$ cat config.mk
export PLATFORM = sky130hd
export DESIGN_NAME = io_watchdog_timer
export DESIGN_NICKNAME = d
export VERILOG_FILES = /design/src/io_wdt_pkg.sv /design/src/wdt_tick_gen.sv /design/src/axil_reg_port.sv /design/src/io_watchdog_timer.sv
export SDC_FILE = /design/constraint.sdc
export NUM_CORES = 1
export LEC_CHECK = 0
export BUFFER_PORTS_ARGS = -buffer_cell sky130_fd_sc_hd__buf_4
export CAP_MARGIN = 20
export CORE_MARGIN = 5
export CORE_UTILIZATION = 30
export DETAILED_ROUTE_END_ITERATION = 6
export PLACE_DENSITY = 0.59
export SYNTH_ARGS = -nofsm -noshare
export SYNTH_HDL_FRONTEND = slang
export SYNTH_SLANG_ARGS = --single-unit
$ cat constraint.sdc
create_clock -name aclk -period 4.27 [get_ports aclk]
set_input_delay 0.6405 -clock aclk [delete_from_list [all_inputs] [get_ports aclk]]
set_output_delay 0.6405 -clock aclk [all_outputs]
set_load 0.05 [all_outputs]
$ cat src/io_wdt_pkg.sv
`default_nettype none
package io_wdt_pkg;
  // ****************************************************************
  // Widths
  // ****************************************************************
  localparam int DATA_W = 32;
  localparam int ADDR_W = 8;
  localparam int STRB_W = 4;
  // ****************************************************************
  // Register map (byte addresses)
  // ****************************************************************
  localparam logic [7:0] ADDR_CTRL = 8'h00;
  localparam logic [7:0] ADDR_SRQ_EN = 8'h04;
  localparam logic [7:0] ADDR_STATUS = 8'h08;
  localparam logic [7:0] ADDR_MASK = 8'h0C;
  localparam logic [7:0] ADDR_LOAD = 8'h10;
  localparam logic [7:0] ADDR_WDATA = 8'h14;
  localparam logic [7:0] ADDR_KICK = 8'h18;
  localparam logic [7:0] ADDR_OUT = 8'h1C;
  localparam logic [7:0] ADDR_IN = 8'h20;
  localparam logic [7:0] ADDR_COUNT = 8'h24;
  localparam logic [7:0] ADDR_PIN = 8'h28;
  // ****************************************************************
  // Field positions and reset values
  // ****************************************************************
  localparam int CTRL_WDOG_EN_BIT = 0;
  localparam int SRQ_WDOG_BIT = 1;
  localparam int STATUS_WDOG_BIT = 0;
  localparam logic [31:0] LOAD_RESET = 32'h0000_0001;
  localparam logic [31:0] WORD_ZERO = 32'h0000_0000;
  localparam logic [31:0] WORD_ONES = 32'hFFFF_FFFF;
  localparam logic [31:0] COUNT_MAX = 32'hFFFF_FFFF;
  localparam logic [3:0] STRB_ALL = 4'hF;
  // ****************************************************************
  // Timing: counter rate derived from the bus clock
  // ****************************************************************
  localparam int CLK_FREQ_MHZ = 100;
  localparam int WDT_FREQ_MHZ = 12;
  localparam real WDT_PERIOD_NS = 83.333;
  localparam int ACC_W = 7;
  localparam logic [6:0] ACC_INC = 7'(WDT_FREQ_MHZ);
  localparam logic [6:0] ACC_WRAP = 7'(CLK_FREQ_MHZ - WDT_FREQ_MHZ);
  localparam logic [6:0] ACC_LIMIT = 7'(CLK_FREQ_MHZ - WDT_FREQ_MHZ);
  // ****************************************************************
  // Bus responses and states
  // ****************************************************************
  localparam logic [1:0] RESP_OKAY = 2'h0;
  localparam logic [1:0] RESP_SLVERR = 2'h2;
  typedef enum logic [1:0] {
    WD_IDLE = 2'b00,
    WD_RUN = 2'b01,
    WD_EXPIRED = 2'b10
  } wd_state_t;
endpackage
`default_nettype wire

$ cat src/wdt_tick_gen.sv
`timescale 1ns/1ps
`default_nettype none
module wdt_tick_gen (
  input wire logic aclk,
  input wire logic aresetn,
  output logic tick
);
  import io_wdt_pkg::*;
  // ****************************************************************
  // Fractional divider: 12 ticks per 100 clocks, jitter one clock
  // ****************************************************************
  logic [ACC_W-1:0] acc;
  wire wrap = (acc >= ACC_LIMIT);
  wire [ACC_W-1:0] next_acc = wrap ? (acc - ACC_WRAP) : (acc + ACC_INC);
  always_ff @(posedge aclk) begin
    if (!aresetn) begin
      acc <= '0;
      tick <= 1'b0;
    end else begin
      acc <= next_acc;
      tick <= wrap;
    end
  end
endmodule // wdt_tick_gen
`default_nettype wire

$ cat src/axil_reg_port.sv
`timescale 1ns/1ps
`default_nettype none
module axil_reg_port (
  input wire logic aclk,
  input wire logic aresetn,
  input wire logic [io_wdt_pkg::ADDR_W-1:0] awaddr,
  input wire logic awvalid,
  output logic awready,
  input wire logic [io_wdt_pkg::DATA_W-1:0] wdata,
  input wire logic [io_wdt_pkg::STRB_W-1:0] wstrb,
  input wire logic wvalid,
  output logic wready,
  output logic [1:0] bresp,
  output logic bvalid,
  input wire logic bready,
  input wire logic [io_wdt_pkg::ADDR_W-1:0] araddr,
  input wire logic arvalid,
  output logic arready,
  output logic [io_wdt_pkg::DATA_W-1:0] rdata,
  output logic [1:0] rresp,
  output logic rvalid,
  input wire logic rready,
  output logic wr_fire,
  output logic [io_wdt_pkg::ADDR_W-1:0] wr_addr,
  output logic [io_wdt_pkg::DATA_W-1:0] wr_data,
  output logic [io_wdt_pkg::STRB_W-1:0] wr_strb,
  input wire logic wr_ok,
  output logic [io_wdt_pkg::ADDR_W-1:0] rd_addr,
  input wire logic [io_wdt_pkg::DATA_W-1:0] rd_data,
  input wire logic rd_ok
);
  import io_wdt_pkg::*;
  // ****************************************************************
  // Write channels held independently, fired once both are in
  // ****************************************************************
  logic aw_held;
  logic w_held;
  assign awready = !aw_held;
  assign wready = !w_held;
  assign wr_fire = aw_held && w_held && !bvalid;
  assign rd_addr = araddr;
  assign arready = !rvalid;
  always_ff @(posedge aclk) begin
    if (!aresetn) begin
      aw_held <= 1'b0;
      w_held <= 1'b0;
      wr_addr <= '0;
      wr_data <= '0;
      wr_strb <= '0;
      bvalid <= 1'b0;
      bresp <= RESP_OKAY;
    end else begin
      if (awvalid && awready) begin
        aw_held <= 1'b1;
        wr_addr <= awaddr;
      end else if (wr_fire) begin
        aw_held <= 1'b0;
      end
      if (wvalid && wready) begin
        w_held <= 1'b1;
        wr_data <= wdata;
        wr_strb <= wstrb;
      end else if (wr_fire) begin
        w_held <= 1'b0;
      end
      if (wr_fire) begin
        bvalid <= 1'b1;
        bresp <= wr_ok ? RESP_OKAY : RESP_SLVERR;
      end else if (bready) begin
        bvalid <= 1'b0;
      end
    end
  end
  // ****************************************************************
  // Read: data captured at the address handshake
  // ****************************************************************
  always_ff @(posedge aclk) begin
    if (!aresetn) begin
      rvalid <= 1'b0;
      rdata <= '0;
      rresp <= RESP_OKAY;
    end else if (arvalid && arready) begin
      rvalid <= 1'b1;
      rdata <= rd_data;
      rresp <= rd_ok ? RESP_OKAY : RESP_SLVERR;
    end else if (rready) begin
      rvalid <= 1'b0;
    end
  end
endmodule // axil_reg_port
`default_nettype wire

$ cat src/io_watchdog_timer.sv
// How it works
// - Input at or below low threshold reads zero
// - Input high or open reads one
// - Output bit one turns sink driver on
// - Output bit zero leaves terminal floating
// - Counter steps once per 12 MHz tick
// - Expiry copies watchdog pattern to outputs
// - Expiry sets status bit 0 flag
// - Watchdog runs only while enable bit set
// - Service request on expiry when bit 1 set
// - Expiry after two-to-32 minus load ticks
// - Load value zero is not accepted
// - Kick restarts count from programmed value
`timescale 1ns/1ps
`default_nettype none
module io_watchdog_timer (
  input wire logic aclk,
  input wire logic aresetn,
  input wire logic [io_wdt_pkg::ADDR_W-1:0] awaddr,
  input wire logic awvalid,
  output logic awready,
  input wire logic [io_wdt_pkg::DATA_W-1:0] wdata,
  input wire logic [io_wdt_pkg::STRB_W-1:0] wstrb,
  input wire logic wvalid,
  output logic wready,
  output logic [1:0] bresp,
  output logic bvalid,
  input wire logic bready,
  input wire logic [io_wdt_pkg::ADDR_W-1:0] araddr,
  input wire logic arvalid,
  output logic arready,
  output logic [io_wdt_pkg::DATA_W-1:0] rdata,
  output logic [1:0] rresp,
  output logic rvalid,
  input wire logic rready,
  input wire logic [io_wdt_pkg::DATA_W-1:0] in_term,
  input wire logic [io_wdt_pkg::DATA_W-1:0] out_pin_i,
  output logic [io_wdt_pkg::DATA_W-1:0] out_pin_o,
  output logic [io_wdt_pkg::DATA_W-1:0] out_pin_oe,
  output logic irq,
  output logic srq
);
  import io_wdt_pkg::*;

  // ****************************************************************
  // Helpers
  // ****************************************************************
  function automatic logic [DATA_W-1:0] merge_strb(
    input logic [DATA_W-1:0] old_val,
    input logic [DATA_W-1:0] new_val,
    input logic [STRB_W-1:0] strb
  );
    logic [DATA_W-1:0] res;
    res = old_val;
    for (int b = 0; b < STRB_W; b++) begin
      if (strb[b]) begin
        res[b*8 +: 8] = new_val[b*8 +: 8];
      end
    end
    return res;
  endfunction

  // ****************************************************************
  // Bus slave and tick source
  // ****************************************************************
  logic wr_fire;
  logic [ADDR_W-1:0] wr_addr;
  logic [DATA_W-1:0] wr_data;
  logic [STRB_W-1:0] wr_strb;
  logic wr_ok;
  logic [ADDR_W-1:0] rd_addr;
  logic [DATA_W-1:0] rd_data;
  logic rd_ok;
  logic tick;

  axil_reg_port u_port (
    .aclk(aclk),
    .aresetn(aresetn),
    .awaddr(awaddr),
    .awvalid(awvalid),
    .awready(awready),
    .wdata(wdata),
    .wstrb(wstrb),
    .wvalid(wvalid),
    .wready(wready),
    .bresp(bresp),
    .bvalid(bvalid),
    .bready(bready),
    .araddr(araddr),
    .arvalid(arvalid),
    .arready(arready),
    .rdata(rdata),
    .rresp(rresp),
    .rvalid(rvalid),
    .rready(rready),
    .wr_fire(wr_fire),
    .wr_addr(wr_addr),
    .wr_data(wr_data),
    .wr_strb(wr_strb),
    .wr_ok(wr_ok),
    .rd_addr(rd_addr),
    .rd_data(rd_data),
    .rd_ok(rd_ok)
  );

  wdt_tick_gen u_tick (
    .aclk(aclk),
    .aresetn(aresetn),
    .tick(tick)
  );

  // ****************************************************************
  // State
  // ****************************************************************
  logic wd_enable;
  logic srq_wdog_en;
  logic wd_flag;
  logic wd_mask;
  logic [DATA_W-1:0] load_val;
  logic [DATA_W-1:0] wdt_data;
  logic [DATA_W-1:0] out_reg;
  logic [DATA_W-1:0] in_data;
  logic [DATA_W-1:0] pin_state;
  logic [DATA_W-1:0] count;
  wd_state_t state;
  wd_state_t next_state;

  // ****************************************************************
  // Write decode
  // ****************************************************************
  wire wr_ctrl = wr_fire && (wr_addr == ADDR_CTRL);
  wire wr_srq = wr_fire && (wr_addr == ADDR_SRQ_EN);
  wire wr_status = wr_fire && (wr_addr == ADDR_STATUS);
  wire wr_mask = wr_fire && (wr_addr == ADDR_MASK);
  wire wr_load = wr_fire && (wr_addr == ADDR_LOAD);
  wire wr_wdata = wr_fire && (wr_addr == ADDR_WDATA);
  wire kick = wr_fire && (wr_addr == ADDR_KICK);
  wire wr_out = wr_fire && (wr_addr == ADDR_OUT);
  wire wr_ro = (wr_addr == ADDR_IN) || (wr_addr == ADDR_COUNT) || (wr_addr == ADDR_PIN);
  assign wr_ok = (wr_ctrl || wr_srq || wr_status || wr_mask || wr_load || wr_wdata || kick || wr_out)
                 || wr_ro;

  wire [DATA_W-1:0] load_merged = merge_strb(load_val, wr_data, wr_strb);
  wire load_accept = wr_load && (load_merged != WORD_ZERO);
  wire status_clr = wr_status && wr_strb[0] && wr_data[STATUS_WDOG_BIT];

  // ****************************************************************
  // Watchdog sequencing
  // ****************************************************************
  // Disabling drops straight to idle, so a stale count never expires later
  wire start_load = wd_enable && ((state == WD_IDLE) || kick);
  wire at_max = (count == COUNT_MAX);
  wire expire = (state == WD_RUN) && wd_enable && tick && at_max && !kick;

  always_comb begin
    next_state = state;
    case (state)
      WD_IDLE: begin
        if (wd_enable) begin
          next_state = WD_RUN;
        end
      end
      WD_RUN: begin
        if (!wd_enable) begin
          next_state = WD_IDLE;
        end else if (expire) begin
          next_state = WD_EXPIRED;
        end
      end
      WD_EXPIRED: begin
        if (!wd_enable) begin
          next_state = WD_IDLE;
        end else if (kick) begin
          next_state = WD_RUN;
        end
      end
      default: begin
        next_state = WD_IDLE;
      end
    endcase
  end

  always_ff @(posedge aclk) begin
    if (!aresetn) begin
      state <= WD_IDLE;
      count <= WORD_ZERO;
    end else begin
      state <= next_state;
      if (start_load) begin
        count <= load_val;
      end else if ((state == WD_RUN) && tick) begin
        count <= count + 32'h0000_0001;
      end
    end
  end

  // ****************************************************************
  // Registers
  // ****************************************************************
  always_ff @(posedge aclk) begin
    if (!aresetn) begin
      wd_enable <= 1'b0;
      srq_wdog_en <= 1'b0;
      wd_mask <= 1'b0;
      load_val <= LOAD_RESET;
      wdt_data <= WORD_ZERO;
    end else begin
      if (wr_ctrl && wr_strb[0]) begin
        wd_enable <= wr_data[CTRL_WDOG_EN_BIT];
      end
      if (wr_srq && wr_strb[0]) begin
        srq_wdog_en <= wr_data[SRQ_WDOG_BIT];
      end
      if (wr_mask && wr_strb[0]) begin
        wd_mask <= wr_data[STATUS_WDOG_BIT];
      end
      if (load_accept) begin
        load_val <= load_merged;
      end
      if (wr_wdata) begin
        wdt_data <= merge_strb(wdt_data, wr_data, wr_strb);
      end
    end
  end

  // Expiry outranks a same-cycle software write to the outputs
  always_ff @(posedge aclk) begin
    if (!aresetn) begin
      out_reg <= WORD_ZERO;
      wd_flag <= 1'b0;
      srq <= 1'b0;
    end else begin
      if (expire) begin
        out_reg <= wdt_data;
      end else if (wr_out) begin
        out_reg <= merge_strb(out_reg, wr_data, wr_strb);
      end
      wd_flag <= expire || (wd_flag && !status_clr);
      srq <= expire && srq_wdog_en;
    end
  end

  // ****************************************************************
  // Pins
  // ****************************************************************
  always_ff @(posedge aclk) begin
    if (!aresetn) begin
      in_data <= WORD_ONES;
      pin_state <= WORD_ONES;
    end else begin
      in_data <= in_term;
      pin_state <= out_pin_i;
    end
  end

  // Open drain: only ever pull low, a one in out_reg enables the sink
  assign out_pin_o = WORD_ZERO;
  assign out_pin_oe = out_reg;
  assign irq = wd_flag && wd_mask;

  // ****************************************************************
  // Read mux
  // ****************************************************************
  wire [DATA_W-1:0] ctrl_word = {31'h0, wd_enable};
  wire [DATA_W-1:0] srq_word = {30'h0, srq_wdog_en, 1'b0};
  wire [DATA_W-1:0] status_word = {31'h0, wd_flag};
  wire [DATA_W-1:0] mask_word = {31'h0, wd_mask};
  assign rd_ok = (rd_addr == ADDR_CTRL) || (rd_addr == ADDR_SRQ_EN) || (rd_addr == ADDR_STATUS)
                 || (rd_addr == ADDR_MASK) || (rd_addr == ADDR_LOAD) || (rd_addr == ADDR_WDATA)
                 || (rd_addr == ADDR_KICK) || (rd_addr == ADDR_OUT) || (rd_addr == ADDR_IN)
                 || (rd_addr == ADDR_COUNT) || (rd_addr == ADDR_PIN);
  assign rd_data = (rd_addr == ADDR_CTRL) ? ctrl_word :
                   (rd_addr == ADDR_SRQ_EN) ? srq_word :
                   (rd_addr == ADDR_STATUS) ? status_word :
                   (rd_addr == ADDR_MASK) ? mask_word :
                   (rd_addr == ADDR_LOAD) ? load_val :
                   (rd_addr == ADDR_WDATA) ? wdt_data :
                   (rd_addr == ADDR_OUT) ? out_reg :
                   (rd_addr == ADDR_IN) ? in_data :
                   (rd_addr == ADDR_COUNT) ? count :
                   (rd_addr == ADDR_PIN) ? pin_state : WORD_ZERO;

  // ****************************************************************
  // Assertions
  // ****************************************************************
  AST_IN_LOW: assert property (@(posedge aclk) disable iff (!aresetn)
    1'b1 |=> ((in_data & ~$past(in_term)) == WORD_ZERO))
    else $error("input low did not read zero");

  AST_IN_HIGH: assert property (@(posedge aclk) disable iff (!aresetn)
    1'b1 |=> ((~in_data & $past(in_term)) == WORD_ZERO))
    else $error("input high or open did not read one");

  AST_OUT_ON: assert property (@(posedge aclk) disable iff (!aresetn)
    (wr_out && (wr_strb == STRB_ALL) && !expire)
      |=> ((out_pin_oe & $past(wr_data)) == $past(wr_data)) && (out_pin_o == WORD_ZERO))
    else $error("written one did not enable sink");

  AST_OUT_OFF: assert property (@(posedge aclk) disable iff (!aresetn)
    (wr_out && (wr_strb == STRB_ALL) && !expire) |=> ((out_pin_oe & ~$past(wr_data)) == WORD_ZERO))
    else $error("written zero left sink enabled");

  AST_STEP: assert property (@(posedge aclk) disable iff (!aresetn)
    ((state == WD_RUN) && !start_load && !expire)
      |=> (count == ($past(count) + ($past(tick) ? 32'h0000_0001 : WORD_ZERO))))
    else $error("counter did not step with tick");

  AST_EXPIRE_OUT: assert property (@(posedge aclk) disable iff (!aresetn)
    expire |=> (out_pin_oe == $past(wdt_data)) && (state == WD_EXPIRED))
    else $error("pattern not applied on expiry");

  AST_FLAG: assert property (@(posedge aclk) disable iff (!aresetn)
    expire |=> wd_flag ##1 (wd_flag || $past(status_clr)))
    else $error("status flag not held after expiry");

  AST_ENABLE: assert property (@(posedge aclk) disable iff (!aresetn)
    !wd_enable |=> (state == WD_IDLE) && !srq && !$rose(wd_flag))
    else $error("watchdog active while disabled");

  AST_SRQ: assert property (@(posedge aclk) disable iff (!aresetn)
    srq |-> $past(expire) && $past(srq_wdog_en) && wd_flag)
    else $error("service request without enabled expiry");

  AST_WRAP: assert property (@(posedge aclk) disable iff (!aresetn)
    $rose(state == WD_EXPIRED) |-> ($past(count) == COUNT_MAX) && $past(tick))
    else $error("expiry not at counter overflow");

  AST_LOAD_ZERO: assert property (@(posedge aclk) disable iff (!aresetn)
    1'b1 |=> (load_val != WORD_ZERO))
    else $error("zero timeout accepted");

  AST_KICK: assert property (@(posedge aclk) disable iff (!aresetn)
    (kick && wd_enable && (state != WD_IDLE)) |=> (state == WD_RUN) && (count == $past(load_val)))
    else $error("kick did not restart count");

  AST_START: assert property (@(posedge aclk) disable iff (!aresetn)
    $rose(wd_enable) && (state == WD_IDLE) |=> (state == WD_RUN) && (count == $past(load_val)))
    else $error("enable did not load the count");

  COV_EXPIRE: cover property (@(posedge aclk) disable iff (!aresetn) expire);
  COV_KICK_RUN: cover property (@(posedge aclk) disable iff (!aresetn) kick && (state == WD_RUN));
  COV_SRQ: cover property (@(posedge aclk) disable iff (!aresetn) srq);
  COV_SET_CLR: cover property (@(posedge aclk) disable iff (!aresetn) expire && status_clr);
endmodule // io_watchdog_timer
`default_nettype wire

After elaboration in Yosys (flattened, before gate mapping)

Cells that the tools add are included.
W data, S select, Z words.

Bits in registers: 291
Input bits: 123
Output and inout port bits: 107

Equality and inequality tests: 26
Mux-type cells: 38
Order comparisons: 1
$add $sub $neg: 3
Reduce and logical (&&, ||, !) cells: 79

Operator list:

| cell                    | count |
|---|---|
| $mux W32                | 14 |
| $eq A8 B5 Y1 const B    | 8 |
| $mux W8                 | 8 |
| $eq A8 B6 Y1 const B    | 6 |
| $add A32 B1 Y32 const B | 1 |
| $eq A32 B32 Y1 const B  | 1 |
| $eq A8 B4 Y1 const B    | 4 |
| $reduce_bool A32 Y1     | 1 |
| $logic_and A1 B1 Y1     | 28 |
| $logic_or A1 B1 Y1      | 22 |
| $reduce_bool A2 Y1      | 10 |
| $eq A8 B3 Y1 const B    | 2 |
| $logic_not A8 Y1        | 2 |
| $reduce_and A2 Y1       | 8 |
| $mux W2                 | 7 |
| $add A7 B4 Y7 const B   | 1 |
| $ge A7 B7 Y1 const B    | 1 |
| $mux W1                 | 7 |
| $mux W7                 | 1 |
| $sub A7 B7 Y7 const B   | 1 |
| $logic_not A1 Y1        | 6 |
| $ne A3 B3 Y1 const B    | 2 |
| $pmux W2 S3             | 1 |
| $reduce_and A3 Y1       | 1 |
| other kinds (4)         | 4 |

Depth between registers and ports, before layout

Depth after elaboration: 12
Gate-level depth with buffers: 9
Depth with buffers taken out: 7

By module

A second synthesis with hierarchy kept.

Cells, all modules: 1624
Area total of the unflattened synthesis: 13568.0 sq um

Modules (own cells, without submodules):

| module            | cells an instance | area each (sq um) | instances |
|---|---|---|---|
| io_watchdog_timer | 1225              | 10000.8           | 1 |
| axil_reg_port     | 360               | 3200.6            | 1 |
| wdt_tick_gen      | 39                | 366.6             | 1 |

Worst setup path after synthesis

OpenSTA, ideal clock, no wires.

Path type: register to register
From: reg u_port.wr_addr[7] (netlist bit)
To: reg count[25]
Arrival: 2.195 ns
Setup time: 0.125 ns
Period minus slack after synthesis: 2.320 ns
Buffers on the path: 4
Cell stages (with the launch flop): 10
Data required time: 4.145 ns
Path slack: 1.950 ns
Cell sequence: dfxtp_1 or4_1 buf_4 or4_1 clkbuf_1 a21o_1 buf_6 buf_2 o21ai_0 a31oi_1

Cells in the longest elaborated chain, start to end: 5

RTL lines:

| item                                           | line                     | text |
|---|---|---|
| from (decl)                                    | axil_reg_port.sv:24      | `output logic [io_wdt_pkg::ADDR_W-1:0] wr_addr,` |
| from (signal assigned)                         | axil_reg_port.sv:55      | `wr_addr <= awaddr;` |
| $eq A8 B5 Y1 *                                 | io_watchdog_timer.sv:137 | `wire kick = wr_fire && (wr_addr == ADDR_KICK);` |
| $logic_and A1 B1 Y1 *                          | io_watchdog_timer.sv:137 |  |
| $logic_or A1 B1 Y1 *                           | io_watchdog_timer.sv:151 | `wire start_load = wd_enable && ((state == WD_IDLE) \|\| kick);` |
| $logic_and A1 B1 Y1 *                          | io_watchdog_timer.sv:151 |  |
| $mux W32 or $reduce_bool A2 Y1 (tied branches) | n/a                      |  |
| to (signal assigned)                           | io_watchdog_timer.sv:190 | `count <= load_val;` |
| to (signal assigned)                           | io_watchdog_timer.sv:192 | `count <= count + 32'h0000_0001;` |
| to (decl)                                      | io_watchdog_timer.sv:124 | `logic [DATA_W-1:0] count;` |

Mark *: on every way between the ends. The rest lies on a longest branch, timed or not.
A chain may end at the register's enable or synchronous reset.

Worst setup path in the final report

From: reg u_port.wr_addr[7] (netlist bit)
To: reg out_reg[18] (netlist: out_pin_oe[18])

Cells in the longest elaborated chain, start to end: 6

RTL lines:

| item                         | line                     | text |
|---|---|---|
| $eq A8 B5 Y1                 | io_watchdog_timer.sv:137 |  |
| $logic_and A1 B1 Y1          | io_watchdog_timer.sv:137 |  |
| $logic_not A1 Y1             | io_watchdog_timer.sv:153 | `wire expire = (state == WD_RUN) && wd_enable && tick && at_max && !kick;` |
| $logic_and A1 B1 Y1          | io_watchdog_timer.sv:153 |  |
| $reduce_bool A2 Y1 (no line) | n/a                      |  |
| $reduce_and A2 Y1 (no line)  | n/a                      |  |
| to (signal assigned)         | io_watchdog_timer.sv:234 | `out_reg <= wdt_data;` |
| to (signal assigned)         | io_watchdog_timer.sv:236 | `out_reg <= merge_strb(out_reg, wr_data, wr_strb);` |
| to (decl)                    | io_watchdog_timer.sv:121 | `logic [DATA_W-1:0] out_reg;` |

Several ways; a longest one is shown, not always the timed one.

==> impl_metrics.yaml <==
sta:
  timing.final.max_slew_violations: 0
  setup_violations: 0
  period_share_pct: 73.6
  relSlewSlack_pct: 31.3
  rsz0062_at_grt: "no"
  setup_tns_ns: 0
  worst_pin_slew_ns: 1.02
  fmax_mhz: 318
  clock_skew_ns: 0.0320
  hold_viol: 0
  period_minus_slack_ns: 3.14
pwr:
  comb_power_share_pct: 8.9
  p_switching_mw: 1.64
  p_int_mw: 4.74
  sequentialPowerShare_pct: 44.3
  power.share.switching_pct: 25.8
  power_density_nw_per_um2: 391
  vdd_drop_max_mv: 0.229
  p_leak_nw: 6.44
  clockPowerShare_pct: 46.8
placed_design:
  gp_congestion: 0.875
  io_buffer_count: 195
  dp_hpwl_mm: 33.9
clock_network:
  clockBufferDepth: 3
  htreeDepth: 2
  cts.sinks: 287
  postCtsSetupRepairBufs: 0
  clk_pin_slew_ns: 0.06
  clock_latency_ns: 0.55
  cts_root_buffer: "clkbuf_16"
  numCtsBuffers: 36
  cts.repair.resized: 0
  cts_tree: "done"
  hold_buffers: 0
setup_path:
  crit_path_cell_trace: "or4_1, or4_1, nand3_1, buf_4, o21ai_0, o211a_1"
  cp-start-kind: "flop"
  crit_type: "flop to flop"
  slowest_delay_ns: 0.79
  critPathTopFamily: "simple AND/OR/NAND/NOR gates"
  cp.required_ns: 4.69
  crit_top_cell: "or4_1"
  cp.arrival_ns: 3.56
  endpoint_kind: "flop"
  critPathSlowestCell: "or4_1"
  worstPathMaxFanout: 20
  cp.buffers_inverters: 1
synthesis:
  async_flop_share_pct: 0
  synthSimpleGateAreaFrac_pct: 20.2
  synth_compound_area_share_pct: 17.8
  ys_ff_latch: 287
  synthMuxAreaShare_pct: 10.4
  synth_edf_count: 0
  synth_top_area_share_pct: 43.1
  yosysTopAreaCell: "dfxtp_1"
  synth_xor_area_share_pct: 2.03
  synth_top_family_by_area: "simple AND/OR/NAND/NOR gates"
  ys_seq_area_share_pct: 43.1
  synth-main-ff-cell: "dfxtp_1"
  syn_inst: 1528
  synth.distinct_cells: 65
  yosys.area_share.adder_pct: 0.469
  synth_area_leaders: "dfxtp_1, mux2i_1, nand2_1, a21oi_1, nand2b_1"
  avgSynthCellArea_um2: 8.73
  yosysWarningCount: 0
  netlist_area_um2: 13300
routing:
  first_pass_iters: 5
  routed_wl_mm: 47.0
  ant_nets: 0
  dr_total_vias: 11796
  drc: 0
  wire_per_inst_um: 20.6
  drt_iter0_drc: 1133
  viasPerCell: 5.17
worst_hold_path:
  hold_class: "primary input to flop"
outcome:
  status: "finished clean"
floorplan:
  die-area_um2: 48800
  dieHeight_um: 221
  start_util_pct: 30.2
  die_w_um: 221
  fp-row-count: 77
  coreArea_um2: 44100
  ios: 230
final_layout:
  final_cell_mix: "dfxtp_1, nand2_1, buf_4, mux2i_1, a21oi_1"
  fin_util_pct: 37.0
  layout.nets: 1794
  antenna_cells: 0
  areaGrowthSynthToFinish_pct: 22.3
  layout_commonest_cell: "dfxtp_1"
  drive_gt1_share_pct: 19.3
global_routing:
  grt_max_degree: 116
  grt_use_total_pct: 18.2
  antenna_found_initial: 0
  overflow: 0
  first_global_vias: 11609
  grt_pass1_wl_mm: 70.6
run:
  maxCapViolCount: 0
[area by class of cell]
class | instances | area (um2)
Clock inverter | 12 | 105
Clock buffer | 50 | 1040
Fill cell | 4619 | 27800
Timing Repair Buffer | 218 | 1690
Inverter | 15 | 58.8
Multi-Input combinational cell | 1108 | 6930
Tap cell | 592 | 741
Sequential cell | 287 | 5750
[path summary, 6_finish.rpt]
path | startpoint | end | slack, ns | cells after the start
setup reg to reg | u_port.wr_addr[7] | out_pin_oe[18] | 1.13 | 6
hold / removal | out_pin_i[7] | pin_state[7] | 0.28 | 2
hold reg to reg | u_port.rdata[30] | u_port.rdata[30] | 0.45 | 2
setup / recovery | u_port.wr_addr[7] | out_pin_oe[18] | 1.13 | 6
[cell families (layout without fill, tap and decap cells)]
logic type               after synthesis  count (layout)
XOR/XNOR                              31              31
other                                  1              34
adder cells (fa/ha/maj)                5               5
flip-flops                           287             287
AND/OR/NAND/NOR                      547             547
AO/OA/AOI/OAI                        353             353
buffers and inverters                166             295
multiplexers                         138             138
[flip-flops by register name (all words and copies together), names as in the netlist, 8 cells and up]
| signal | count |
|---|---|
| in_data | 32 |
| wdt_data | 32 |
| pin_state | 32 |
| load_val | 32 |
| u_port.wr_data | 32 |
| count | 32 |
| u_port.rdata | 32 |
| u_port.wr_addr | 8 |
| out_pin_oe | 32 |
[power groups by stage]
| stage | clock network [mW] | registers (mW) | logic, mW |
|---|---|---|---|
| floorplan | 0 | 2.86 | 0.390 |
| CTS | 3.06 | 2.83 | 0.561 |
| global route | 3.15 | 2.83 | 0.616 |
| detailed placement | 0 | 2.88 | 0.558 |
| global placement | 0 | 2.88 | 0.550 |
| finish | 2.98 | 2.83 | 0.566 |
[layer usage]
metal  GRT usage, %  part of all wire [%]
met1           26.1                    47
met2           27.3                    43
met3           3.41                   6.8
met4           6.56                   3.4
met5              0                     0
[Yosys cell counts, types with 6 or more instances]
cell	count
o221a_2	25
o21ai_0	83
buf_2	10
a21oi_1	122
a31oi_1	6
nor4_1	22
dfxtp_1	287
or4_1	8
nand3_1	29
nor2b_1	9
inv_1	15
nand3b_1	6
nor3b_1	8
nor3_1	19
a221oi_1	26
nand2b_1	72
nand2_1	220
nor2_1	112
xnor2_1	25
clkbuf_1	95
a211oi_1	20
mux2i_1	137
nand4_1	7
o211a_1	33
xor2_1	6
buf_4	35
[stage by stage]
step | setup slack, ns | instance area (um2) | hold WS (ns) | total power, mW | cells
floorplan | 1.95 | 13500 | 0.441 | 3.25 | 1561
global placement | 1.12 | 15100 | 0.443 | 3.43 | 2217
detailed placement | 1.07 | 15100 | 0.448 | 3.44 | 2217
CTS | 1.05 | 16200 | 0.256 | 6.45 | 2279
global route | 1.03 | 16300 | 0.268 | 6.60 | 2282
finish | 1.13 | 16300 | 0.283 | 6.38 | 2282
No activity file was read; power rests on OpenSTA's default activity.
